==> src/hdl/esr_pkg.sv <==
// esr_pkg: constants, types and register map of the speed reference selector.
// assumes speeds are held in units of 0.01 Hz, one 16-bit word per setpoint.
package esr_pkg;

	localparam int unsigned ESR_SPD_W   = 16;
	localparam int unsigned ESR_IDX_W   = 4;
	localparam int unsigned ESR_ADDR_W  = 8;
	localparam int unsigned ESR_NWORDS  = 16;

	// setpoint slots in the memory
	localparam logic [3:0] ESR_IDX_PRESET0  = 4'h0;
	localparam logic [3:0] ESR_IDX_NOMINAL  = 4'h8;
	localparam logic [3:0] ESR_IDX_INTERM1  = 4'h9;
	localparam logic [3:0] ESR_IDX_INTERM2  = 4'ha;
	localparam logic [3:0] ESR_IDX_INTERM3  = 4'hb;
	localparam logic [3:0] ESR_IDX_RELEVEL  = 4'hc;
	localparam logic [3:0] ESR_IDX_INSPECT  = 4'hd;
	localparam logic [3:0] ESR_IDX_RESCUE   = 4'he;
	localparam logic [3:0] ESR_IDX_LEVEL    = 4'hf;

	// setpoint limits and defaults, 0.01 Hz units
	localparam logic [15:0] ESR_SPD_MAX         = 16'h2ee0;
	localparam logic [15:0] ESR_RESCUE_MAX      = 16'h05dc;
	localparam logic [15:0] ESR_NOMINAL_DEFAULT = 16'h1388;
	localparam logic [15:0] ESR_RESCUE_DEFAULT  = 16'h01f4;
	localparam logic [15:0] ESR_LEVEL_DEFAULT   = 16'h0190;
	localparam logic [15:0] ESR_ZERO_SPEED      = 16'h0000;

	// reference selection modes
	localparam logic [1:0] ESR_MODE_BINARY   = 2'h0;
	localparam logic [1:0] ESR_MODE_HIGH_PRI = 2'h1;
	localparam logic [1:0] ESR_MODE_LEV_PRI  = 2'h2;
	localparam logic [1:0] ESR_MODE_BINARY3  = 2'h3;
	localparam logic [1:0] ESR_MODE_DEFAULT  = 2'h1;

	// register byte offsets
	localparam logic [7:0] ESR_OFS_CTRL     = 8'h00;
	localparam logic [7:0] ESR_OFS_STATUS   = 8'h04;
	localparam logic [7:0] ESR_OFS_LEV_THR  = 8'h08;
	localparam logic [7:0] ESR_OFS_INSP_THR = 8'h0c;
	localparam logic [7:0] ESR_OFS_SP_BASE  = 8'h40;
	localparam logic [1:0] ESR_OFS_SP_TOP   = 2'h1;

	// field positions
	localparam int unsigned ESR_CTRL_MODE_LSB  = 0;
	localparam int unsigned ESR_STAT_LEV_BIT   = 16;
	localparam int unsigned ESR_STAT_INSP_BIT  = 17;
	localparam int unsigned ESR_STAT_VALID_BIT = 18;
	localparam int unsigned ESR_STAT_IDX_LSB   = 20;

	typedef enum logic [1:0] {
		ESR_REG_NONE,
		ESR_REG_CTRL,
		ESR_REG_THR,
		ESR_REG_SP
	} esr_kind_t;

	typedef enum logic {
		ESR_APB_IDLE = 1'b0,
		ESR_APB_ACK  = 1'b1
	} esr_apb_st_t;

	// dedicated and multi-speed input functions
	typedef struct packed {
		logic       rescue;
		logic       nominal;
		logic [2:0] interm;
		logic       relevel;
		logic       inspect;
		logic       level;
		logic [2:0] multi;
	} esr_din_t;

	typedef struct packed {
		logic       valid;
		logic [3:0] idx;
	} esr_sel_t;

	typedef struct packed {
		esr_kind_t  kind;
		logic [3:0] idx;
	} esr_dec_t;

	// reset value of each setpoint slot
	function automatic logic [15:0] esr_sp_default(input logic [3:0] idx);
		case (idx)
			ESR_IDX_NOMINAL: esr_sp_default = ESR_NOMINAL_DEFAULT;
			ESR_IDX_RESCUE:  esr_sp_default = ESR_RESCUE_DEFAULT;
			ESR_IDX_LEVEL:   esr_sp_default = ESR_LEVEL_DEFAULT;
			default:         esr_sp_default = ESR_ZERO_SPEED;
		endcase
	endfunction

endpackage

==> src/hdl/esr_setpoint_mem.sv <==
// esr_setpoint_mem: sixteen speed setpoints, one write/read port, one read port.
// assumes a synchronised active-low reset; both read data come out of registers.
`timescale 1ns/10ps
module esr_setpoint_mem
	import esr_pkg::*;
(
	// clock and reset
	input  wire logic                      clk,
	input  wire logic                      rst_n,
	// register port
	input  wire logic [ESR_IDX_W-1:0]      a_addr,
	input  wire logic                      a_we,
	input  wire logic [ESR_SPD_W-1:0]      a_wdata,
	output logic      [ESR_SPD_W-1:0]      a_rdata,
	// selection port
	input  wire logic [ESR_IDX_W-1:0]      b_addr,
	output logic      [ESR_SPD_W-1:0]      b_rdata
);
	import esr_pkg::*;

	logic [ESR_SPD_W-1:0] word_r   [ESR_NWORDS];
	logic [ESR_SPD_W-1:0] word_nxt [ESR_NWORDS];

	genvar gi;
	generate
		for (gi = 0; gi < ESR_NWORDS; gi++) begin : g_word
			always_comb begin
				word_nxt[gi] = word_r[gi];
				if (a_we && a_addr == ESR_IDX_W'(gi)) begin
					word_nxt[gi] = a_wdata;
				end
			end
			// reset values come from a constant table, never from a port
			always_ff @(posedge clk or negedge rst_n) begin
				if (!rst_n) begin
					word_r[gi] <= esr_sp_default(ESR_IDX_W'(gi));
				end else begin
					word_r[gi] <= word_nxt[gi];
				end
			end
		end
	endgenerate

	always_ff @(posedge clk or negedge rst_n) begin
		if (!rst_n) begin
			a_rdata <= ESR_ZERO_SPEED;
			b_rdata <= ESR_ZERO_SPEED;
		end else begin
			a_rdata <= word_r[a_addr];
			b_rdata <= word_r[b_addr];
		end
	end

endmodule

==> src/hdl/esr_top.sv <==
// esr_top: elevator speed reference selection with an APB register slave.
// assumes input terminals are asynchronous levels and APB runs on CLOCK.
`timescale 1ns/10ps

// Notes on behaviour
// - An asserted nominal speed input selects the nominal setpoint, which resets to 50.00 Hz.
// - Three intermediate setpoints are held, each 0 to 120.00 Hz and resetting to zero.
// - An asserted releveling input selects the releveling setpoint.
// - An asserted inspection input selects the inspection setpoint.
// - Rescue operation uses its own setpoint, capped at 15.00 Hz and resetting to 5.00 Hz.
// - An asserted leveling input selects the leveling setpoint, which resets to 4.00 Hz.
// - In modes 0 and 3 a reference below the leveling threshold is flagged as leveling.
// - In modes 0 and 3 a reference between leveling and inspection thresholds is inspection.
// - In mode 1 nominal, intermediate and releveling inputs win over the leveling input.
// - In mode 2 an asserted leveling input overrides every other speed input except rescue.
// - In mode 0 the multi-speed inputs form a binary code picking one of eight presets.
module esr_top
	import esr_pkg::*;
(
	// clock and reset
	input  wire logic                  CLOCK,
	input  wire logic                  RESET_N,
	// apb slave
	input  wire logic                  PSEL,
	input  wire logic                  PENABLE,
	input  wire logic                  PWRITE,
	input  wire logic [ESR_ADDR_W-1:0] PADDR,
	input  wire logic [31:0]           PWDATA,
	output logic      [31:0]           PRDATA,
	output logic                       PREADY,
	output logic                       PSLVERR,
	// input terminal functions
	input  wire esr_pkg::esr_din_t     DIN,
	// speed reference out
	output logic      [ESR_SPD_W-1:0]  SPEED_REF,
	output logic                       REF_VALID,
	output logic                       LEVEL_CLASS,
	output logic                       INSPECT_CLASS
);
	import esr_pkg::*;

	// decode of a byte address, shared by the read and write paths
	function automatic esr_dec_t esr_decode(input logic [ESR_ADDR_W-1:0] a);
		esr_dec_t d;
		d.kind = ESR_REG_NONE;
		d.idx  = a[5:2];
		if (a[1:0] == 2'h0) begin
			if (a == ESR_OFS_CTRL || a == ESR_OFS_STATUS) begin
				d.kind = ESR_REG_CTRL;
			end else if (a == ESR_OFS_LEV_THR || a == ESR_OFS_INSP_THR) begin
				d.kind = ESR_REG_THR;
			end else if (a[7:6] == ESR_OFS_SP_TOP) begin
				d.kind = ESR_REG_SP;
			end
		end
		return d;
	endfunction

	// reset release
	logic rst_meta_r;
	logic rst_n_r;

	always_ff @(posedge CLOCK or negedge RESET_N) begin
		if (!RESET_N) begin
			rst_meta_r <= 1'b0;
			rst_n_r    <= 1'b0;
		end else begin
			rst_meta_r <= 1'b1;
			rst_n_r    <= rst_meta_r;
		end
	end

	// terminal synchroniser; first stage feeds only the second
	esr_din_t din_meta_r;
	esr_din_t din_r;

	always_ff @(posedge CLOCK or negedge rst_n_r) begin
		if (!rst_n_r) begin
			din_meta_r <= '0;
			din_r      <= '0;
		end else begin
			din_meta_r <= DIN;
			din_r      <= din_meta_r;
		end
	end

	// configuration registers
	logic [1:0]           mode_r;
	logic [1:0]           mode_nxt;
	logic [ESR_SPD_W-1:0] lev_thr_r;
	logic [ESR_SPD_W-1:0] lev_thr_nxt;
	logic [ESR_SPD_W-1:0] insp_thr_r;
	logic [ESR_SPD_W-1:0] insp_thr_nxt;

	// apb slave state
	esr_apb_st_t          apb_st_r;
	esr_apb_st_t          apb_st_nxt;
	logic [31:0]          prdata_nxt;
	logic                 pslverr_nxt;
	esr_dec_t             dec;
	logic                 wr_fire;
	logic                 mem_we;
	logic [ESR_SPD_W-1:0] mem_wdata;
	logic [ESR_SPD_W-1:0] mem_a_rdata;
	logic [ESR_SPD_W-1:0] wdata_lim;

	// selection pipeline
	esr_sel_t             sel;
	esr_sel_t             sel_d_r;
	logic [1:0]           mode_d_r;
	logic [ESR_SPD_W-1:0] mem_b_rdata;
	logic [ESR_SPD_W-1:0] ref_nxt;
	logic                 ref_valid_nxt;
	logic                 lev_nxt;
	logic                 insp_nxt;
	// index kept beside the reference so status never shows a mismatched pair
	logic [ESR_IDX_W-1:0] ref_idx_r;

	always_comb begin
		dec        = esr_decode(PADDR);
		wr_fire    = PSEL && PENABLE && PWRITE && (apb_st_r == ESR_APB_ACK);
		apb_st_nxt = ESR_APB_IDLE;
		if (PSEL && PENABLE && apb_st_r == ESR_APB_IDLE) begin
			apb_st_nxt = ESR_APB_ACK;
		end
		// out-of-range writes saturate instead of being refused
		wdata_lim = PWDATA[ESR_SPD_W-1:0];
		if (PWDATA[31:ESR_SPD_W] != '0 || wdata_lim > ESR_SPD_MAX) begin
			wdata_lim = ESR_SPD_MAX;
		end
		mem_wdata = wdata_lim;
		if (dec.idx == ESR_IDX_RESCUE && wdata_lim > ESR_RESCUE_MAX) begin
			mem_wdata = ESR_RESCUE_MAX;
		end
		mem_we = wr_fire && dec.kind == ESR_REG_SP;
	end

	always_comb begin
		mode_nxt     = mode_r;
		lev_thr_nxt  = lev_thr_r;
		insp_thr_nxt = insp_thr_r;
		if (wr_fire) begin
			if (PADDR == ESR_OFS_CTRL) begin
				mode_nxt = PWDATA[ESR_CTRL_MODE_LSB +: 2];
			end
			if (PADDR == ESR_OFS_LEV_THR) begin
				lev_thr_nxt = wdata_lim;
			end
			if (PADDR == ESR_OFS_INSP_THR) begin
				insp_thr_nxt = wdata_lim;
			end
		end
	end

	// read data is taken while entering the ack cycle
	always_comb begin
		prdata_nxt  = '0;
		pslverr_nxt = 1'b0;
		if (apb_st_nxt == ESR_APB_ACK) begin
			pslverr_nxt = (dec.kind == ESR_REG_NONE);
			if (!PWRITE) begin
				case (dec.kind)
					ESR_REG_CTRL: begin
						if (PADDR == ESR_OFS_CTRL) begin
							prdata_nxt[ESR_CTRL_MODE_LSB +: 2] = mode_r;
						end else begin
							prdata_nxt[ESR_SPD_W-1:0]             = SPEED_REF;
							prdata_nxt[ESR_STAT_LEV_BIT]          = LEVEL_CLASS;
							prdata_nxt[ESR_STAT_INSP_BIT]         = INSPECT_CLASS;
							prdata_nxt[ESR_STAT_VALID_BIT]        = REF_VALID;
							prdata_nxt[ESR_STAT_IDX_LSB +: 4]     = ref_idx_r;
						end
					end
					ESR_REG_THR: begin
						prdata_nxt[ESR_SPD_W-1:0] =
							(PADDR == ESR_OFS_LEV_THR) ? lev_thr_r : insp_thr_r;
					end
					ESR_REG_SP: begin
						prdata_nxt[ESR_SPD_W-1:0] = mem_a_rdata;
					end
					default: begin
						prdata_nxt = '0;
					end
				endcase
			end
		end
	end

	always_ff @(posedge CLOCK or negedge rst_n_r) begin
		if (!rst_n_r) begin
			apb_st_r   <= ESR_APB_IDLE;
			PREADY     <= 1'b0;
			PRDATA     <= '0;
			PSLVERR    <= 1'b0;
			mode_r     <= ESR_MODE_DEFAULT;
			lev_thr_r  <= ESR_ZERO_SPEED;
			insp_thr_r <= ESR_ZERO_SPEED;
		end else begin
			apb_st_r   <= apb_st_nxt;
			PREADY     <= (apb_st_nxt == ESR_APB_ACK);
			PRDATA     <= prdata_nxt;
			PSLVERR    <= pslverr_nxt;
			mode_r     <= mode_nxt;
			lev_thr_r  <= lev_thr_nxt;
			insp_thr_r <= insp_thr_nxt;
		end
	end

	// source selection; rescue sits above every mode
	always_comb begin
		sel.valid = 1'b1;
		sel.idx   = ESR_IDX_PRESET0;
		if (din_r.rescue) begin
			sel.idx = ESR_IDX_RESCUE;
		end else begin
			case (mode_r)
				ESR_MODE_BINARY, ESR_MODE_BINARY3: begin
					sel.idx = {1'b0, din_r.multi};
				end
				ESR_MODE_HIGH_PRI, ESR_MODE_LEV_PRI: begin
					if (mode_r == ESR_MODE_LEV_PRI && din_r.level) begin
						sel.idx = ESR_IDX_LEVEL;
					end else if (din_r.nominal) begin
						sel.idx = ESR_IDX_NOMINAL;
					end else if (din_r.interm[0]) begin
						sel.idx = ESR_IDX_INTERM1;
					end else if (din_r.interm[1]) begin
						sel.idx = ESR_IDX_INTERM2;
					end else if (din_r.interm[2]) begin
						sel.idx = ESR_IDX_INTERM3;
					end else if (din_r.relevel) begin
						sel.idx = ESR_IDX_RELEVEL;
					end else if (din_r.inspect) begin
						sel.idx = ESR_IDX_INSPECT;
					end else if (din_r.level) begin
						sel.idx = ESR_IDX_LEVEL;
					end else begin
						sel.valid = 1'b0;
					end
				end
				default: begin
					sel.valid = 1'b0;
				end
			endcase
		end
	end

	// memory read is one cycle, so the choice and mode travel beside it
	always_ff @(posedge CLOCK or negedge rst_n_r) begin
		if (!rst_n_r) begin
			sel_d_r  <= '0;
			mode_d_r <= ESR_MODE_DEFAULT;
		end else begin
			sel_d_r  <= sel;
			mode_d_r <= mode_r;
		end
	end

	esr_setpoint_mem u_mem (
		.clk     (CLOCK),
		.rst_n   (rst_n_r),
		.a_addr  (dec.idx),
		.a_we    (mem_we),
		.a_wdata (mem_wdata),
		.a_rdata (mem_a_rdata),
		.b_addr  (sel.idx),
		.b_rdata (mem_b_rdata)
	);

	// classification of the chosen reference
	always_comb begin
		ref_valid_nxt = sel_d_r.valid;
		ref_nxt       = sel_d_r.valid ? mem_b_rdata : ESR_ZERO_SPEED;
		lev_nxt       = 1'b0;
		insp_nxt      = 1'b0;
		if (mode_d_r == ESR_MODE_BINARY || mode_d_r == ESR_MODE_BINARY3) begin
			// zero thresholds leave both flags off, as intended
			if (ref_nxt < lev_thr_r) begin
				lev_nxt = 1'b1;
			end else if (ref_nxt < insp_thr_r && ref_nxt > lev_thr_r) begin
				insp_nxt = 1'b1;
			end
		end else if (sel_d_r.valid) begin
			lev_nxt  = (sel_d_r.idx == ESR_IDX_LEVEL);
			insp_nxt = (sel_d_r.idx == ESR_IDX_INSPECT);
		end
	end

	always_ff @(posedge CLOCK or negedge rst_n_r) begin
		if (!rst_n_r) begin
			SPEED_REF     <= ESR_ZERO_SPEED;
			REF_VALID     <= 1'b0;
			LEVEL_CLASS   <= 1'b0;
			INSPECT_CLASS <= 1'b0;
			ref_idx_r     <= ESR_IDX_PRESET0;
		end else begin
			SPEED_REF     <= ref_nxt;
			REF_VALID     <= ref_valid_nxt;
			LEVEL_CLASS   <= lev_nxt;
			INSPECT_CLASS <= insp_nxt;
			ref_idx_r     <= sel_d_r.idx;
		end
	end

endmodule

==> config.mk <==
export PLATFORM = sky130hd
export DESIGN_NAME = esr_top
export DESIGN_NICKNAME = d
export VERILOG_FILES = /design/src/hdl/esr_pkg.sv /design/src/hdl/esr_setpoint_mem.sv /design/src/hdl/esr_top.sv
export SDC_FILE = /design/constraint.sdc
export NUM_CORES = 1
export LEC_CHECK = 0
export BUFFER_PORTS_ARGS = -buffer_cell sky130_fd_sc_hd__buf_4
export CAP_MARGIN = 30
export CORE_MARGIN = 2
export CORE_UTILIZATION = 30
export DETAILED_ROUTE_END_ITERATION = 12
export MAX_ROUTING_LAYER = met4
export SLEW_MARGIN = 20
export SYNTH_ARGS = -nofsm -noshare
export SYNTH_HDL_FRONTEND = slang
export SYNTH_SLANG_ARGS = --single-unit
==> constraint.sdc <==
create_clock -name CLOCK -period 12.3 [get_ports CLOCK]
set_clock_uncertainty 0.2 [all_clocks]
set_input_delay 2.46 -clock CLOCK [delete_from_list [all_inputs] [get_ports CLOCK]]
set_output_delay 2.46 -clock CLOCK [all_outputs]
set_load 0.005 [all_outputs]
**After elaboration in Yosys (flattened, before gate mapping)**

Index checks and enable logic that the tools add are counted.

- Output and inout port bits: 53
- Register bits after elaboration: 410
- Logic and storage cells: 177
- Input bits: 56

- Mux-type cells: 51
- Reduce and logical (&&, ||, !) cells: 40
- Order comparisons: 7
- Equal/unequal tests: 28
- Bitwise operators: 3

Operators with widths:

| cell | number |
|---|---|
| binary-select mux 16 bit (select 4 bit) | 2 |
| 2-to-1 mux 16 bit | 8 |
| 2-to-1 mux 24 bit | 2 |
| case mux 16 bit (3 select lines) | 1 |
| 2-to-1 mux 4 bit | 11 |
| == test 4 bit, second input constant | 10 |
| less-than comparator 16 bit | 2 |
| logical AND 1 bit | 24 |
| 2-to-1 mux 1 bit | 19 |
| 2-to-1 mux 17 bit | 1 |
| == test 4 x 3 -> 1 bit, second input constant | 4 |
| == test 8 x 4 -> 1 bit, second input constant | 2 |
| > comparator 16 x 11 -> 1 bit, second input constant | 1 |
| > comparator 16 x 14 -> 1 bit, second input constant | 1 |
| > comparator 16 bit | 1 |
| nonzero test 16 bit | 1 |
| == test 2 bit, second input constant | 5 |
| >= comparator 5 bit, second input constant | 2 |
| 2-to-1 mux 2 bit | 5 |
| NOT 4 -> 5 bit | 2 |
| == test 4 x 2 -> 1 bit, second input constant | 2 |
| == test 8 x 3 -> 1 bit, second input constant | 1 |
| logical NOT 2 bit | 4 |
| logical NOT 8 bit | 1 |
| other kinds (9) | 17 |

**Logic depth before layout (Yosys ltp)**

- Depth in word-level cells: 14
- Gate-level depth with buffers: 11

**Cells and area by module**

A second synthesis with hierarchy kept.

- Cells, all modules: 1401
- Area total of the unflattened synthesis: 19677.6 um^2

By module, submodules not included:

| module | cells an instance | seq. area each (um^2) | area an instance (um^2) | instances |
|---|---|---|---|---|
| esr_setpoint_mem | 880 | 7224.4 | 14376.3 | 1 |
| esr_top | 521 | 2830.2 | 5301.3 | 1 |

**Least setup slack after synthesis**

No wires, ideal clock.

- Kind: input to register
- Start: in PADDR[2]
- End: reg u_mem.a_rdata[0]
- Slack: 7727 ps
- Arrival: 4235 ps
- Buffers on the path: 3
- Stages on the path: 5
- Cells stage by stage: clkbuf_1 > buf_1 > buf_1 > mux4_2 > mux4_2

- Longest elaborated chain between the ends: 4

RTL lines:

| item | line | text |
|---|---|---|
| start, declared | esr_top.sv:27 | `input wire logic [ESR_ADDR_W-1:0] PADDR,` |
| NOT 4 -> 5 bit (implied by the code) | esr_setpoint_mem.sv:49 | `a_rdata <= word_r[a_addr];` |
| binary-select mux 16 bit (select 4 bit) | esr_setpoint_mem.sv:49 |  |
| 2-to-1 mux 16 bit (implied by the code) (2 in series) | esr_setpoint_mem.sv:49 |  |
| end signal, assigned | esr_setpoint_mem.sv:49 |  |
| end, declared | esr_setpoint_mem.sv:14 | `output logic [ESR_SPD_W-1:0] a_rdata,` |

No other way between the ends. The select of a mux whose other input is x is not followed.
A chain may end at the register's enable or synchronous reset.

**Worst setup path in the final report**

- Start: in PADDR[3]
- End: reg PRDATA[6]

- Longest elaborated chain between the ends: 9

RTL lines:

| item | line | text |
|---|---|---|
| == test 8 x 4 -> 1 bit, on equally long branches | esr_top.sv:50, esr_top.sv:176 |  |
| logical OR 1 bit | esr_top.sv:50 | `end else if (a == ESR_OFS_LEV_THR \|\| a == ESR_OFS_INSP_THR) begin` |
| 2-to-1 mux 2 bit | esr_top.sv:50 |  |
| 2-to-1 mux 2 bit | esr_top.sv:48 | `if (a == ESR_OFS_CTRL \|\| a == ESR_OFS_STATUS) begin` |
| 2-to-1 mux 2 bit | esr_top.sv:47 | `if (a[1:0] == 2'h0) begin` |
| == test 2 bit / == test 2 x 1 -> 1 bit (equally long branches) | esr_top.sv:162 | `case (dec.kind)` |
| case mux 16 bit (3 select lines) * | esr_top.sv:162 |  |
| 2-to-1 mux 24 bit * | esr_top.sv:161 | `if (!PWRITE) begin` |
| 2-to-1 mux 24 bit * | esr_top.sv:159 | `if (apb_st_nxt == ESR_APB_ACK) begin` |
| named net prdata_nxt[6] | esr_top.sv:98 | `logic [31:0] prdata_nxt;` |
| end signal, assigned | esr_top.sv:201 | `PRDATA <= prdata_nxt;` |
| end, declared | esr_top.sv:29 | `output logic [31:0] PRDATA,` |

Mark *: on every way through the listed nets, which the timed path passes. The rest lies on a longest branch.

==> flow_metrics.env <==
export IMPL_status="finished clean"
export IMPL_stdcell_area_um2=23100
export IMPL_finalSetupViolations=0
export IMPL_gr_usage_all_layers_pct=18.71
export IMPL_rsz0062_at_grt="no"
export IMPL_worstSetupPathType="in -> reg"
export IMPL_ys_warn_count=0
export IMPL_core_um2=65750
export IMPL_syn_area_per_cell_um2=10.83
export IMPL_port_buffers=99
export IMPL_drtPass1Iterations=5
export IMPL_pre_cts_slack_ns=6.565
export IMPL_vdd_ir_drop_worst_mv=0.09948
export IMPL_num_nets_final=1961
export IMPL_hold_viol=0
export IMPL_drtIter0Drc=1624
export IMPL_cts_sinks=401
export IMPL_place_gp_congestion=0.9222
export IMPL_cts_reportedPaths_clkPinSlew_ns=0.06
export IMPL_post_route_min_period_ns=5.068
export IMPL_leakagePower_uw=0.01006
export IMPL_tns_ns=0
export IMPL_num_antenna_cells=0
export IMPL_drc=0
export IMPL_grt_max_degree=82
export IMPL_crit_family="simple AND/OR/NAND/NOR gates"
export IMPL_numCtsBuffers=45
export IMPL_async_flop_share_pct=100.0
export IMPL_final_util_pct=35.13
export IMPL_area_growth_pct=16.09
export IMPL_synth_cell_types=70
export IMPL_cp_start_kind="primary input"
export IMPL_ys_flop_type="dfrtp_1"
export IMPL_overflow=0
export IMPL_cpMaxStageDelayCell="nand2_1"
export IMPL_htreeDepth=2
export IMPL_wl_per_cell_um=22.32
export IMPL_die_w_um=261.5
export IMPL_design_die_area_um2=68400
export IMPL_ios=109
export IMPL_cts_root_buf="clkbuf_16"
export IMPL_clock_path_buffers=3
export IMPL_synth_seq_cells=401
export IMPL_cts_tree="done"
export IMPL_antenna_found_initial=2
export IMPL_multi_input_area_um2=8736
export IMPL_start_util_pct=30.26
export IMPL_antenna_left=0
export IMPL_seq_area_um2=10060
export IMPL_end_kind="register"
export IMPL_fmax_mhz=197.3
export IMPL_slowest_delay_ns=0.73
export IMPL_whs_ns=0.1015
export IMPL_worst_pin_slew_ns=0.9788
export IMPL_cts_hold_buf=0
export IMPL_vias=15242
export IMPL_hold_path_class="reg -> async"
export IMPL_row_count=94
export IMPL_nFillCells=6438
export IMPL_power_density_nw_per_um2=129.0
export IMPL_cap_violations=0
export IMPL_critPathRequiredTime_ns=12.54
export IMPL_synth_cells=1838
export IMPL_cp_max_fo=43
export IMPL_layout_worst_path_cycle_share_pct=41.20
export IMPL_grt_pass1_vias=15277
export IMPL_synth_area_um2=19900
export IMPL_cts_setup_buffers=0
export IMPL_crit_buf_inv=1
export IMPL_maxSlewViolCount=0
export IMPL_die_y_um=261.5
export IMPL_max_slew_margin_pct=34.59
export IMPL_grt_pass1_wl_um=94830
export IMPL_cp_cell_sequence="buf_4 > nor2b_1 > nand2_1 > mux2i_1 > a222oi_1 > nor2_1"
export IMPL_placed_area_um2=21430
export IMPL_drive_gt1_share_pct=18.86
export IMPL_vias_per_cell=5.497
export IMPL_dpl_hpwl_um=38980
export IMPL_routed_wl_um=61890
export IMPL_cts_resized=0
export IMPL_arrival_ns=5.31
export IMPL_synth_seq_area_share_pct=50.53
export IMPL_synth_edff_count=0
export IMPL_setup_ws_ns=7.232
export IMPL_clock_latency_ns=0.58
## worst register-to-register path, cell delays in order (launching register included)
cell      delay, ns
dfstp_2        0.59
inv_1          0.06
ha_1           0.53
nor3b_2        0.23
buf_4          0.51
a31o_2         0.25
clkinv_2       0.35
buf_4          0.44
buf_16         0.28
mux2i_1        0.22
a211oi_1       0.11
or4_1          0.62
## cells in the final DEF, fill, tap and decap left out, types with 8 or more instances in the layout
| cell | n |
|---|---|
| nand3_1 | 12 |
| nor3_1 | 9 |
| o31ai_1 | 19 |
| o21ai_0 | 201 |
| ha_1 | 32 |
| nand2_1 | 243 |
| a311oi_1 | 64 |
| nor2b_1 | 12 |
| buf_4 | 137 |
| dfstp_2 | 16 |
| or4_1 | 17 |
| nand4_1 | 15 |
| mux4_2 | 80 |
| o21ai_1 | 14 |
| and2_1 | 47 |
| clkbuf_1 | 16 |
| nor2_1 | 49 |
| inv_1 | 105 |
| clkbuf_16 | 47 |
| a21oi_1 | 16 |
| mux2_2 | 18 |
| dfrtp_1 | 384 |
| a222oi_1 | 16 |
| mux2i_1 | 80 |
| a211oi_1 | 130 |
| clkbuf_8 | 8 |
| conb_1 | 10 |
## synthesized netlist by cell type, drive strengths merged, types with 32 or more instances
cell type  instances  area share [%]
inv              106             2.0
ha                32             2.0
a311oi            64             2.8
a211oi           132             5.0
dfrtp            385              48
nor2              53             1.0
clkbuf            91             1.7
nand2            247             4.7
buf               79             2.2
mux2i             80             4.0
o21ai            215             5.4
mux4              80             9.1
and2              48             1.5
## metrics by stage
stage,power (µW),instances
2_1_floorplan,1495,1846
4_1_cts,3004,2767
3_3_place_gp,1570,2676
3_5_place_dp,1576,2684
5_1_grt,3077,2773
6_report,2979,2773
## path summary, 6_finish.rpt
path,start,end,slack (ns),depth (start not counted)
max in group asynchronous,rst_n_r,PRDATA[12],9.72,4
min in group CLOCK,din_meta_r[5],din_r[5],0.15,0
min,rst_n_r,u_mem.word_r[74],0.10,0
max,PADDR[3],PRDATA[6],7.23,6
min reg2reg,rst_n_r,u_mem.word_r[74],0.10,0
max reg2reg,mode_r[0],u_mem.b_rdata[5],7.73,11
## area by class of cell
| class | count | area share, % |
|---|---|---|
| multi-input combinational | 1169 | 37.82 |
| tap | 864 | 4.680 |
| clock buffer | 71 | 5.828 |
| sequential | 401 | 43.55 |
| inverter | 106 | 1.728 |
| clock inverter | 12 | 0.9263 |
| timing repair buffer | 150 | 5.471 |
## where the power goes
part | switching (µW) | internal (µW)
clock network | 547 | 876
registers | 15.2 | 1340
logic | 130 | 71.9
total | 693 | 2290
## kinds of logic after synthesis
group | count (synthesis) | share of synthesized area (%)
mux | 178 | 14.10
other cells | 2 | 0.03775
xor+xnor | 1 | 0.04403
flops | 401 | 50.53
compound gates | 498 | 16.70
buf+inv | 276 | 5.955
fa+ha+maj | 32 | 2.012
simple gates | 450 | 10.61
## metal layers
layer | vias to the layer above | routed length (µm) | track usage [%]
li1 | 6752 | - | -
met1 | 7645 | 25820 | 23.99
met2 | 676 | 27850 | 28.12
met3 | 169 | 5281 | 4.191
met4 | 0 | 2938 | 8.696
met5 | - | 0 | -
## registers in the layout, summed over array words and instances (netlist names), 2 cells and up
| register | count |
|---|---|
| u_mem.word_r | 256 |
| PRDATA | 23 |
| SPEED_REF | 16 |
| insp_thr_r | 16 |
| lev_thr_r | 16 |
| u_mem.a_rdata | 16 |
| u_mem.b_rdata | 16 |
| din_meta_r | 11 |
| din_r | 11 |
| ref_idx_r | 4 |
| sel_d_r | 4 |
| mode_d_r | 2 |
| mode_r | 2 |
No activity file was read; power rests on OpenSTA's default activity.
